**config.mk**
```make
export PLATFORM = sky130hd
export DESIGN_NAME = tmj_access
export DESIGN_NICKNAME = d
export VERILOG_FILES = /design/src/rtl/tmj_pkg.sv /design/src/rtl/tmj_sync.sv /design/src/rtl/tmj_access.sv
export SDC_FILE = /design/constraint.sdc
export NUM_CORES = 1
export LEC_CHECK = 0
export BUFFER_PORTS_ARGS = -buffer_cell sky130_fd_sc_hd__buf_2
export CORE_UTILIZATION = 24
export DETAILED_ROUTE_END_ITERATION = 16
export PLACE_DENSITY = 0.41
export SYNTH_ARGS = -nofsm -noshare
export SYNTH_HDL_FRONTEND = slang
export SYNTH_SLANG_ARGS = --single-unit
```
**constraint.sdc**
```tcl
create_clock -name clk -period 5.5 [get_ports clk]
set_clock_uncertainty 0.2 [all_clocks]
set_input_delay 1.1 -clock clk [delete_from_list [all_inputs] [get_ports clk]]
set_output_delay 1.1 -clock clk [all_outputs]
set_load 0.05 [all_outputs]
```
**src/rtl/tmj_pkg.sv**
```systemverilog
// Constants, states and chain layout for the trace register access chain
package tmj_pkg;
  localparam int DATA_W = 32;
  localparam int ADDR_W = 7;
  localparam int CHAIN_W = 40;
  localparam int DATA_LSB = 0;
  localparam int ADDR_LSB = 32;
  localparam int RW_BIT = 39;
  localparam int IR_W = 4;
  localparam int SEL_W = 4;
  localparam logic [IR_W-1:0] INST_SCAN_N = 4'h2;
  localparam logic [IR_W-1:0] INST_INTEST = 4'hC;
  localparam logic [IR_W-1:0] INST_BYPASS = 4'hF;
  localparam logic [IR_W-1:0] IR_CAPTURE = 4'h1;
  localparam logic [SEL_W-1:0] CHAIN_TRACE = 4'h6;
  localparam logic [SEL_W-1:0] SEL_RESET = 4'h0;
  localparam logic [CHAIN_W-1:0] CHAIN_RESET = 40'h00_0000_0000;
  localparam logic [DATA_W-1:0] DATA_RESET = 32'h0000_0000;
  localparam logic [ADDR_W-1:0] ADDR_RESET = 7'h00;
  localparam int SYNC_STAGES = 2;

  typedef enum logic [3:0] {
    ST_RESET, ST_IDLE, ST_SEL_DR, ST_CAPTURE_DR, ST_SHIFT_DR, ST_EXIT1_DR, ST_PAUSE_DR,
    ST_EXIT2_DR, ST_UPDATE_DR, ST_SEL_IR, ST_CAPTURE_IR, ST_SHIFT_IR, ST_EXIT1_IR,
    ST_PAUSE_IR, ST_EXIT2_IR, ST_UPDATE_IR
  } tmj_tap_t;
endpackage

```
**src/rtl/tmj_sync.sv**
```systemverilog
// Two-stage synchroniser for pin inputs
module tmj_sync #(
  parameter int W = 1
) (
  input wire logic clk,
  input wire logic srst,
  input wire logic [W-1:0] din,
  output logic [W-1:0] dout
);
  logic [W-1:0] meta_reg;
  logic [W-1:0] sync_reg;

  always_ff @(posedge clk) begin
    if (srst) begin
      meta_reg <= '0;
      sync_reg <= '0;
    end else begin
      meta_reg <= din;
      sync_reg <= meta_reg;
    end
  end

  assign dout = sync_reg;
endmodule

```
**src/rtl/tmj_access.sv**
```systemverilog
// Trace macrocell register access chain behind the test port
// Contract
// - Trace registers are reached only through the test port chain.
// - The access chain is scan chain 6 of the test port controller.
// - Chain is 40 bits: 32 data, 7 address, one read/write flag.
// - Host reads with flag zero; device ignores the data field then.
// - Read or write happens only on entering Update-DR, never while shifting.
module tmj_access
  import tmj_pkg::*;
(
  input wire logic clk,
  input wire logic srst,
  input wire logic tck,
  input wire logic tms,
  input wire logic tdi,
  input wire logic trstN,
  output logic tdo,
  output logic tdoOe,
  output logic regWrStb,
  output logic regRdStb,
  output logic [ADDR_W-1:0] regAddr,
  output logic [DATA_W-1:0] regWdata,
  input wire logic [DATA_W-1:0] regRdata
);

  ////////////////////////////////////////////////////////////////////////////
  // Pin sampling and link clock edges
  logic [3:0] pinSync;
  logic tckS;
  logic tmsS;
  logic tdiS;
  logic trstS;
  logic tckDly_reg;

  tmj_sync #(.W(4)) uSync (
    .clk(clk),
    .srst(srst),
    .din({tck, tms, tdi, ~trstN}),
    .dout(pinSync)
  );

  assign tckS = pinSync[3];
  assign tmsS = pinSync[2];
  assign tdiS = pinSync[1];
  assign trstS = pinSync[0];

  always_ff @(posedge clk) begin
    if (srst) tckDly_reg <= 1'b0;
    else tckDly_reg <= tckS;
  end

  wire tckRise = tckS & ~tckDly_reg;
  wire tckFall = ~tckS & tckDly_reg;

  ////////////////////////////////////////////////////////////////////////////
  // Test port state machine
  tmj_tap_t state_reg;
  tmj_tap_t state_next;

  always_comb begin
    case (state_reg)
      ST_RESET: state_next = tmsS ? ST_RESET : ST_IDLE;
      ST_IDLE: state_next = tmsS ? ST_SEL_DR : ST_IDLE;
      ST_SEL_DR: state_next = tmsS ? ST_SEL_IR : ST_CAPTURE_DR;
      ST_CAPTURE_DR: state_next = tmsS ? ST_EXIT1_DR : ST_SHIFT_DR;
      ST_SHIFT_DR: state_next = tmsS ? ST_EXIT1_DR : ST_SHIFT_DR;
      ST_EXIT1_DR: state_next = tmsS ? ST_UPDATE_DR : ST_PAUSE_DR;
      ST_PAUSE_DR: state_next = tmsS ? ST_EXIT2_DR : ST_PAUSE_DR;
      ST_EXIT2_DR: state_next = tmsS ? ST_UPDATE_DR : ST_SHIFT_DR;
      ST_UPDATE_DR: state_next = tmsS ? ST_SEL_DR : ST_IDLE;
      ST_SEL_IR: state_next = tmsS ? ST_RESET : ST_CAPTURE_IR;
      ST_CAPTURE_IR: state_next = tmsS ? ST_EXIT1_IR : ST_SHIFT_IR;
      ST_SHIFT_IR: state_next = tmsS ? ST_EXIT1_IR : ST_SHIFT_IR;
      ST_EXIT1_IR: state_next = tmsS ? ST_UPDATE_IR : ST_PAUSE_IR;
      ST_PAUSE_IR: state_next = tmsS ? ST_EXIT2_IR : ST_PAUSE_IR;
      ST_EXIT2_IR: state_next = tmsS ? ST_UPDATE_IR : ST_SHIFT_IR;
      ST_UPDATE_IR: state_next = tmsS ? ST_SEL_DR : ST_IDLE;
      default: state_next = ST_RESET;
    endcase
  end

  always_ff @(posedge clk) begin
    if (srst || trstS) state_reg <= ST_RESET;
    else if (tckRise) state_reg <= state_next;
  end

  ////////////////////////////////////////////////////////////////////////////
  // Instruction and chain select
  logic [IR_W-1:0] irShift_reg;
  logic [IR_W-1:0] ir_reg;
  logic [SEL_W-1:0] selShift_reg;
  logic [SEL_W-1:0] chainSel_reg;
  logic bypass_reg;

  wire tapReset = srst || trstS || state_reg == ST_RESET;
  wire selPath = ir_reg == INST_SCAN_N;
  wire chainOn = ir_reg == INST_INTEST && chainSel_reg == CHAIN_TRACE;
  wire stepEn = tckRise;
  wire inCapDr = stepEn && state_reg == ST_CAPTURE_DR;
  wire inShDr = stepEn && state_reg == ST_SHIFT_DR;

  always_ff @(posedge clk) begin
    if (tapReset) begin
      irShift_reg <= IR_CAPTURE;
      ir_reg <= INST_BYPASS;
    end else if (stepEn && state_reg == ST_CAPTURE_IR) begin
      irShift_reg <= IR_CAPTURE;
    end else if (stepEn && state_reg == ST_SHIFT_IR) begin
      irShift_reg <= {tdiS, irShift_reg[IR_W-1:1]};
    end else if (stepEn && state_reg == ST_UPDATE_IR) begin
      ir_reg <= irShift_reg;
    end
  end

  always_ff @(posedge clk) begin
    if (tapReset) begin
      selShift_reg <= SEL_RESET;
      chainSel_reg <= SEL_RESET;
    end else if (selPath && inCapDr) begin
      selShift_reg <= chainSel_reg;
    end else if (selPath && inShDr) begin
      selShift_reg <= {tdiS, selShift_reg[SEL_W-1:1]};
    end else if (selPath && stepEn && state_reg == ST_UPDATE_DR) begin
      chainSel_reg <= selShift_reg;
    end
  end

  always_ff @(posedge clk) begin
    if (tapReset) bypass_reg <= 1'b0;
    else if (inCapDr) bypass_reg <= 1'b0;
    else if (inShDr) bypass_reg <= tdiS;
  end

  ////////////////////////////////////////////////////////////////////////////
  // Access chain: data low, address above, flag on top
  logic [CHAIN_W-1:0] chain_reg;
  logic [DATA_W-1:0] rdHold_reg;

  always_ff @(posedge clk) begin
    if (srst) begin
      chain_reg <= CHAIN_RESET;
    end else if (chainOn && inCapDr) begin
      chain_reg <= {chain_reg[CHAIN_W-1:ADDR_LSB], rdHold_reg};
    end else if (chainOn && inShDr) begin
      chain_reg <= {tdiS, chain_reg[CHAIN_W-1:1]};
    end
  end

  wire rwFlag = chain_reg[RW_BIT];
  wire [ADDR_W-1:0] chainAddr = chain_reg[ADDR_LSB +: ADDR_W];
  wire [DATA_W-1:0] chainData = chain_reg[DATA_LSB +: DATA_W];
  // Only path to the registers, fired on entry to Update-DR
  wire accessGo = chainOn && stepEn && state_next == ST_UPDATE_DR && !tapReset;

  always_ff @(posedge clk) begin
    if (srst) begin
      regWrStb <= 1'b0;
      regRdStb <= 1'b0;
      regAddr <= ADDR_RESET;
      regWdata <= DATA_RESET;
    end else begin
      regWrStb <= accessGo && rwFlag;
      regRdStb <= accessGo && !rwFlag;
      if (accessGo) begin
        regAddr <= chainAddr;
        regWdata <= rwFlag ? chainData : regWdata;
      end
    end
  end

  // Read result held for the next capture
  always_ff @(posedge clk) begin
    if (srst) rdHold_reg <= DATA_RESET;
    else if (regRdStb) rdHold_reg <= regRdata;
  end

  ////////////////////////////////////////////////////////////////////////////
  // Serial output, changed on the falling link clock edge
  logic tdoBit;

  always_comb begin
    if (state_reg == ST_SHIFT_IR) tdoBit = irShift_reg[0];
    else if (chainOn) tdoBit = chain_reg[0];
    else if (selPath) tdoBit = selShift_reg[0];
    else tdoBit = bypass_reg;
  end

  always_ff @(posedge clk) begin
    if (srst) begin
      tdo <= 1'b0;
      tdoOe <= 1'b0;
    end else if (tckFall) begin
      tdo <= tdoBit;
      tdoOe <= state_reg == ST_SHIFT_DR || state_reg == ST_SHIFT_IR;
    end
  end
endmodule

```
==> flow_summary.json, run 1 <==
{
  "status": "completed",
  "grt_max_degree": 99,
  "layout_common_cells": "dfxtp_1 (144), buf_2 (79), nor2_1 (75)",
  "avgViaCountPerCell": 4.55,
  "design.core.area_sq_mm": 0.0243,
  "ys_types": 51,
  "io_pins": 81,
  "max_freq_mhz": 329,
  "synth.cell_area_sq_mm": 0.00595,
  "fill_cells": 2565,
  "hp-class": "reg -> reg",
  "dp_hpwl_um": 9630,
  "fin_ws_ns": 2.46,
  "synth_edf_count": 0,
  "grt_pass1_vias": 4495,
  "post-place-ws_ns": 2.08,
  "drt-initial-drc-count": 418,
  "grt_pass1_wl_um": 24900,
  "diodes": 0,
  "ys_async_sr_fraction": 0,
  "place_congestion": 0.766,
  "hold_viol": 0,
  "worst_pin_slew_ns": 1.20,
  "ff2ff_path_depth": 5,
  "required_ns": 5.61,
  "rsz0062_at_grt": "no",
  "worstHoldStart": "uSync.meta_reg[0]$_SDFF_PP0_",
  "ir_drop_mv": 0.150,
  "synth_flop_cell": "dfxtp_1",
  "ys_seq_elements": 145,
  "dieArea_sq_mm": 0.0254,
  "postCtsSetupRepairBufs": 0,
  "antenna_found_initial": 0,
  "clockBufferDepth": 2,
  "layout.cells.non_filler": 1008,
  "startpoint": "tckDly_reg$_SDFF_PP0_",
  "arrival_ns": 3.14,
  "synth.avg_cell_area_sq_um": 9.79,
  "setup_violations": 0,
  "track_usage": 0.125,
  "cts_made_buffers": 17,
  "dp_cells": 976,
  "ys_warn_count": 0,
  "p_leak_uw": 0.00282,
  "initial_utilization": 0.245,
  "largest_reg_flops": 40,
  "r2r_start": "tckDly_reg$_SDFF_PP0_",
  "critical_path_class": "reg -> reg",
  "clkLatencyLatePin_ns": 0.42,
  "final_nets": 709,
  "powerDensity_mw_per_mm2": 324,
  "hold_buffers": 0,
  "cts.sinks": 145,
  "die_h_um": 159,
  "cts_tree": "built",
  "synthCells": 608,
  "slew_headroom": 0.197,
  "cts_resized": 0,
  "port-buffer-count": 80,
  "drv_cap": 0,
  "vias": 4589,
  "drt_wl_total_um": 15200,
  "worstHoldPathCells": 1,
  "area.growth.synth_to_final_pct": 21.6,
  "slew_viol_final": 0,
  "overflow": 0,
  "wire_per_inst_um": 15.1,
  "drive_gt1_frac": 0.203,
  "final_util": 0.298,
  "cts-htree-levels": 4,
  "firstDrtPassIters": 4,
  "fin_setup_tns_ns": 0,
  "critPathCaptureType": "register",
  "clkTransAtPathRegs_ns": 0.06,
  "root_buffer": "clkbuf_16",
  "min_period_ns": 3.04,
  "timing.final.crit_share": 0.552,
  "ant_nets": 0,
  "syn_nets": 646,
  "power_uw": 2340,
  "ys_seq_area_frac": 0.488,
  "mostFrequentLayoutCell": "dfxtp_1",
  "die_x_um": 159,
  "crit_fanout": 26,
  "rows": 57,
  "drcViolationCount": 0,
  "crit_path_start_kind": "register"
}
## worst paths after layout
check,slack [ns],endpoint
max,2.46,chain_reg[5]$_SDFFE_PP0P_
min,0.24,uSync.dout[0]$_SDFF_PP0_
max reg2reg,2.46,chain_reg[5]$_SDFFE_PP0P_
min reg2reg,0.24,uSync.dout[0]$_SDFF_PP0_
## cells in the mapped netlist (all sizes together) (2+ instances only)
cell type	number	area, sq um
dfxtp	145	2900
nor2	76	288
mux2i	67	671
nand2b	48	300
a21oi	44	220
nor2b	32	200
clkbuf	27	101
nand2	24	114
o21ai	19	95.1
a221o	18	180
buf	16	113
a211o	15	131
nand3	15	75.1
mux2	10	113
a211oi	7	52.6
nor3	5	41.3
nand4	4	25.0
and4bb	3	37.5
inv	3	11.3
nand4bb	3	33.8
nor4	3	48.8
a31oi	2	12.5
and3	2	12.5
nor3b	2	15.0
nor4b	2	17.5
o32ai	2	17.5
or2	2	12.5
## cells by family after synthesis
family | count (synthesis) | share of synthesized area
AO/OA/AOI/OAI | 113 | 0.128
multiplexers | 77 | 0.132
AND/OR/NAND/NOR | 226 | 0.213
XOR/XNOR | 1 | 0.00147
buffers and inverters | 46 | 0.0378
flip-flops | 145 | 0.488
## power by group
group          total [uW]  switching, uW  internal (uW)  leakage [uW]
Combinational        50.9           29.4           21.4       0.00134
Sequential           1060           4.48           1050       0.00117
Clock                1230            492            743      0.000311
Total                2340            525           1820       0.00282
## metal layers
layer,vias up,global-route usage,wire (um)
li1,2261,-,-
met1,2217,0.160,7290
met2,92,0.201,7110
met3,19,0.0287,549
met4,0,0.0494,225
met5,-,0,0
## worst max-delay path, cell delays in order, from the launching register on
cell and delay, ns:
dfxtp_1 0.31, nand2b_1 0.46, nor3_4 1.10, buf_4 0.33, nand2_4 0.13, a221o_1 0.37
## cell type report
type,instances,area (sq um),area share
Clock inverter,14,191,0.0265
Multi-Input combinational cell,417,2830,0.391
Clock buffer,18,439,0.0607
Sequential cell,145,2900,0.401
Timing Repair Buffer,87,455,0.0629
Tap cell,324,405,0.0560
Inverter,3,11.3,0.00156
## metrics by stage
step	hold slack [ns]	instance area, sq um
2_1_floorplan	0.214	5950
3_3_place_gp	0.227	6610
3_5_place_dp	0.235	6610
4_1_cts	0.250	7240
5_1_grt	0.261	7240
6_report	0.240	7240
(Power assumes the default switching activity.)
==> run 2: changes to the inputs <==
==> constraint.sdc (replaced) <==
create_clock -name clk -period 3.1 [get_ports clk]
set_clock_uncertainty 0.2 [all_clocks]
set_input_delay 0.62 -clock clk [delete_from_list [all_inputs] [get_ports clk]]
set_output_delay 0.62 -clock clk [all_outputs]
set_load 0.05 [all_outputs]
==> run 2 against run 1 <==
Compared with the run above: flip-flop and latch count is the same; first-iteration DRC count shrank 21%; final cell count is 1.2% higher; largest power group unchanged.
==> flow_summary.json, run 2 (synthesis results as in run 1) <==
{
  "ant_nets": 0,
  "rsz0062_at_grt": "no",
  "setup_violations": 0,
  "grt_pass1_vias": 4642,
  "powerDensity_mw_per_mm2": 570,
  "cts-htree-levels": 4,
  "cts_tree": "built",
  "critPathCaptureType": "register",
  "ir_drop_mv": 0.286,
  "initial_utilization": 0.245,
  "slew_viol_final": 0,
  "worst_pin_slew_ns": 0.798,
  "timing.final.crit_share": 0.801,
  "final_util": 0.301,
  "clkTransAtPathRegs_ns": 0.06,
  "crit_fanout": 19,
  "required_ns": 3.20,
  "max_freq_mhz": 403,
  "drv_cap": 0,
  "cts_made_buffers": 17,
  "root_buffer": "clkbuf_16",
  "clockBufferDepth": 2,
  "status": "completed",
  "io_pins": 81,
  "fin_setup_tns_ns": 0,
  "die_h_um": 159,
  "largest_reg_flops": 40,
  "design.core.area_sq_mm": 0.0243,
  "antenna_found_initial": 0,
  "cts_resized": 0,
  "placed_area_sq_mm": 0.00670,
  "power_uw": 4170,
  "diodes": 0,
  "drt_wl_total_um": 15400,
  "grt_max_degree": 84,
  "track_usage": 0.125,
  "die_x_um": 159,
  "place_congestion": 0.770,
  "p_leak_uw": 0.00288,
  "clkLatencyLatePin_ns": 0.42,
  "hold_viol": 0,
  "dieArea_sq_mm": 0.0254,
  "slew_headroom": 0.468,
  "avgViaCountPerCell": 4.50,
  "drcViolationCount": 0,
  "final_nets": 721,
  "min_period_ns": 2.48,
  "arrival_ns": 2.59,
  "hp-class": "in -> reg",
  "critical_path_class": "reg -> reg",
  "port-buffer-count": 80,
  "crit_path_start_kind": "register",
  "grt_pass1_wl_um": 24900,
  "vias": 4588,
  "overflow": 0,
  "area.growth.synth_to_final_pct": 23.1,
  "dp_hpwl_um": 10400,
  "postCtsSetupRepairBufs": 0,
  "fin_area_sq_mm": 0.00733,
  "cts.sinks": 145,
  "drt-initial-drc-count": 332,
  "firstDrtPassIters": 5,
  "rows": 57,
  "hold_ws_ns": 0.148,
  "hold_buffers": 0,
  "wire_per_inst_um": 15.1,
  "layout_common_cells": "dfxtp_1 (144), buf_2 (79), nor2_1 (75)",
  "mostFrequentLayoutCell": "dfxtp_1",
  "drive_gt1_frac": 0.216
}
[run 2: cell count changes in the layout (fill, tap and decap cells not counted)]
| cell | change |
|---|---|
| clkinvlp_4 | +2 |
| buf_4 | +12 |
| bufinv_16 | +1 |
| clkbuf_8 | +1 |
| clkinv_4 | -3 |
| inv_8 | -2 |
| inv_6 | -3 |
| clkbuf_1 | +1 |
| clkinv_2 | +3 |
[run 2: layer usage]
| metal | routed length (um) | vias to the layer above | track usage | part of all wire |
|---|---|---|---|---|
| li1 | - | 2294 | - | - |
| met1 | 7330 | 2168 | 0.156 | 0.48 |
| met2 | 7100 | 110 | 0.202 | 0.46 |
| met3 | 698 | 16 | 0.0352 | 0.045 |
| met4 | 239 | 0 | 0.0524 | 0.016 |
| met5 | 0 | - | 0 | 0 |
[run 2: worst max-delay path, cell delays in order (launching register included)]
cell,delay (ns)
dfxtp_1,0.66
nor2_1,0.20
a21o_1,0.34
nor3_4,0.24
buf_4,0.34
mux2_2,0.38
[run 2: power breakdown]
| part | internal (uW) | switching, uW |
|---|---|---|
| clock network | 1390 | 810 |
| registers | 1870 | 4.94 |
| logic | 40.3 | 54.9 |
[run 2: worst paths after layout]
| check | start | endpoint | slack, ns | cells after the start |
|---|---|---|---|---|
| setup reg to reg | state_reg[2]$_SDFFE_PP0P_ | regWdata[8]$_SDFFE_PP0P_ | 0.62 | 5 |
| hold reg to reg | uSync.meta_reg[1]$_SDFF_PP0_ | uSync.dout[1]$_SDFF_PP0_ | 0.24 | 1 |
| setup / recovery | state_reg[2]$_SDFFE_PP0P_ | regWdata[8]$_SDFFE_PP0P_ | 0.62 | 5 |
| hold / removal | trstN | uSync.meta_reg[0]$_SDFF_PP0_ | 0.15 | 2 |
[run 2: layout make-up]
| type | instances | area (sq um) |
|---|---|---|
| clock buffer | 20 | 457 |
| fill | 2520 | 17000 |
| clock inverter | 12 | 176 |
| sequential | 145 | 2900 |
| timing repair buffer | 99 | 546 |
| multi-input combinational | 417 | 2830 |
| tap | 324 | 405 |
| inverter | 3 | 11.3 |
[run 2: per-stage QoR]
stage	instances	setup slack (ns)
3_3_place_gp	988	0.474
5_1_grt	1020	0.467
2_1_floorplan	608	0.776
4_1_cts	1020	0.608
6_report	1020	0.616
3_5_place_dp	988	0.464
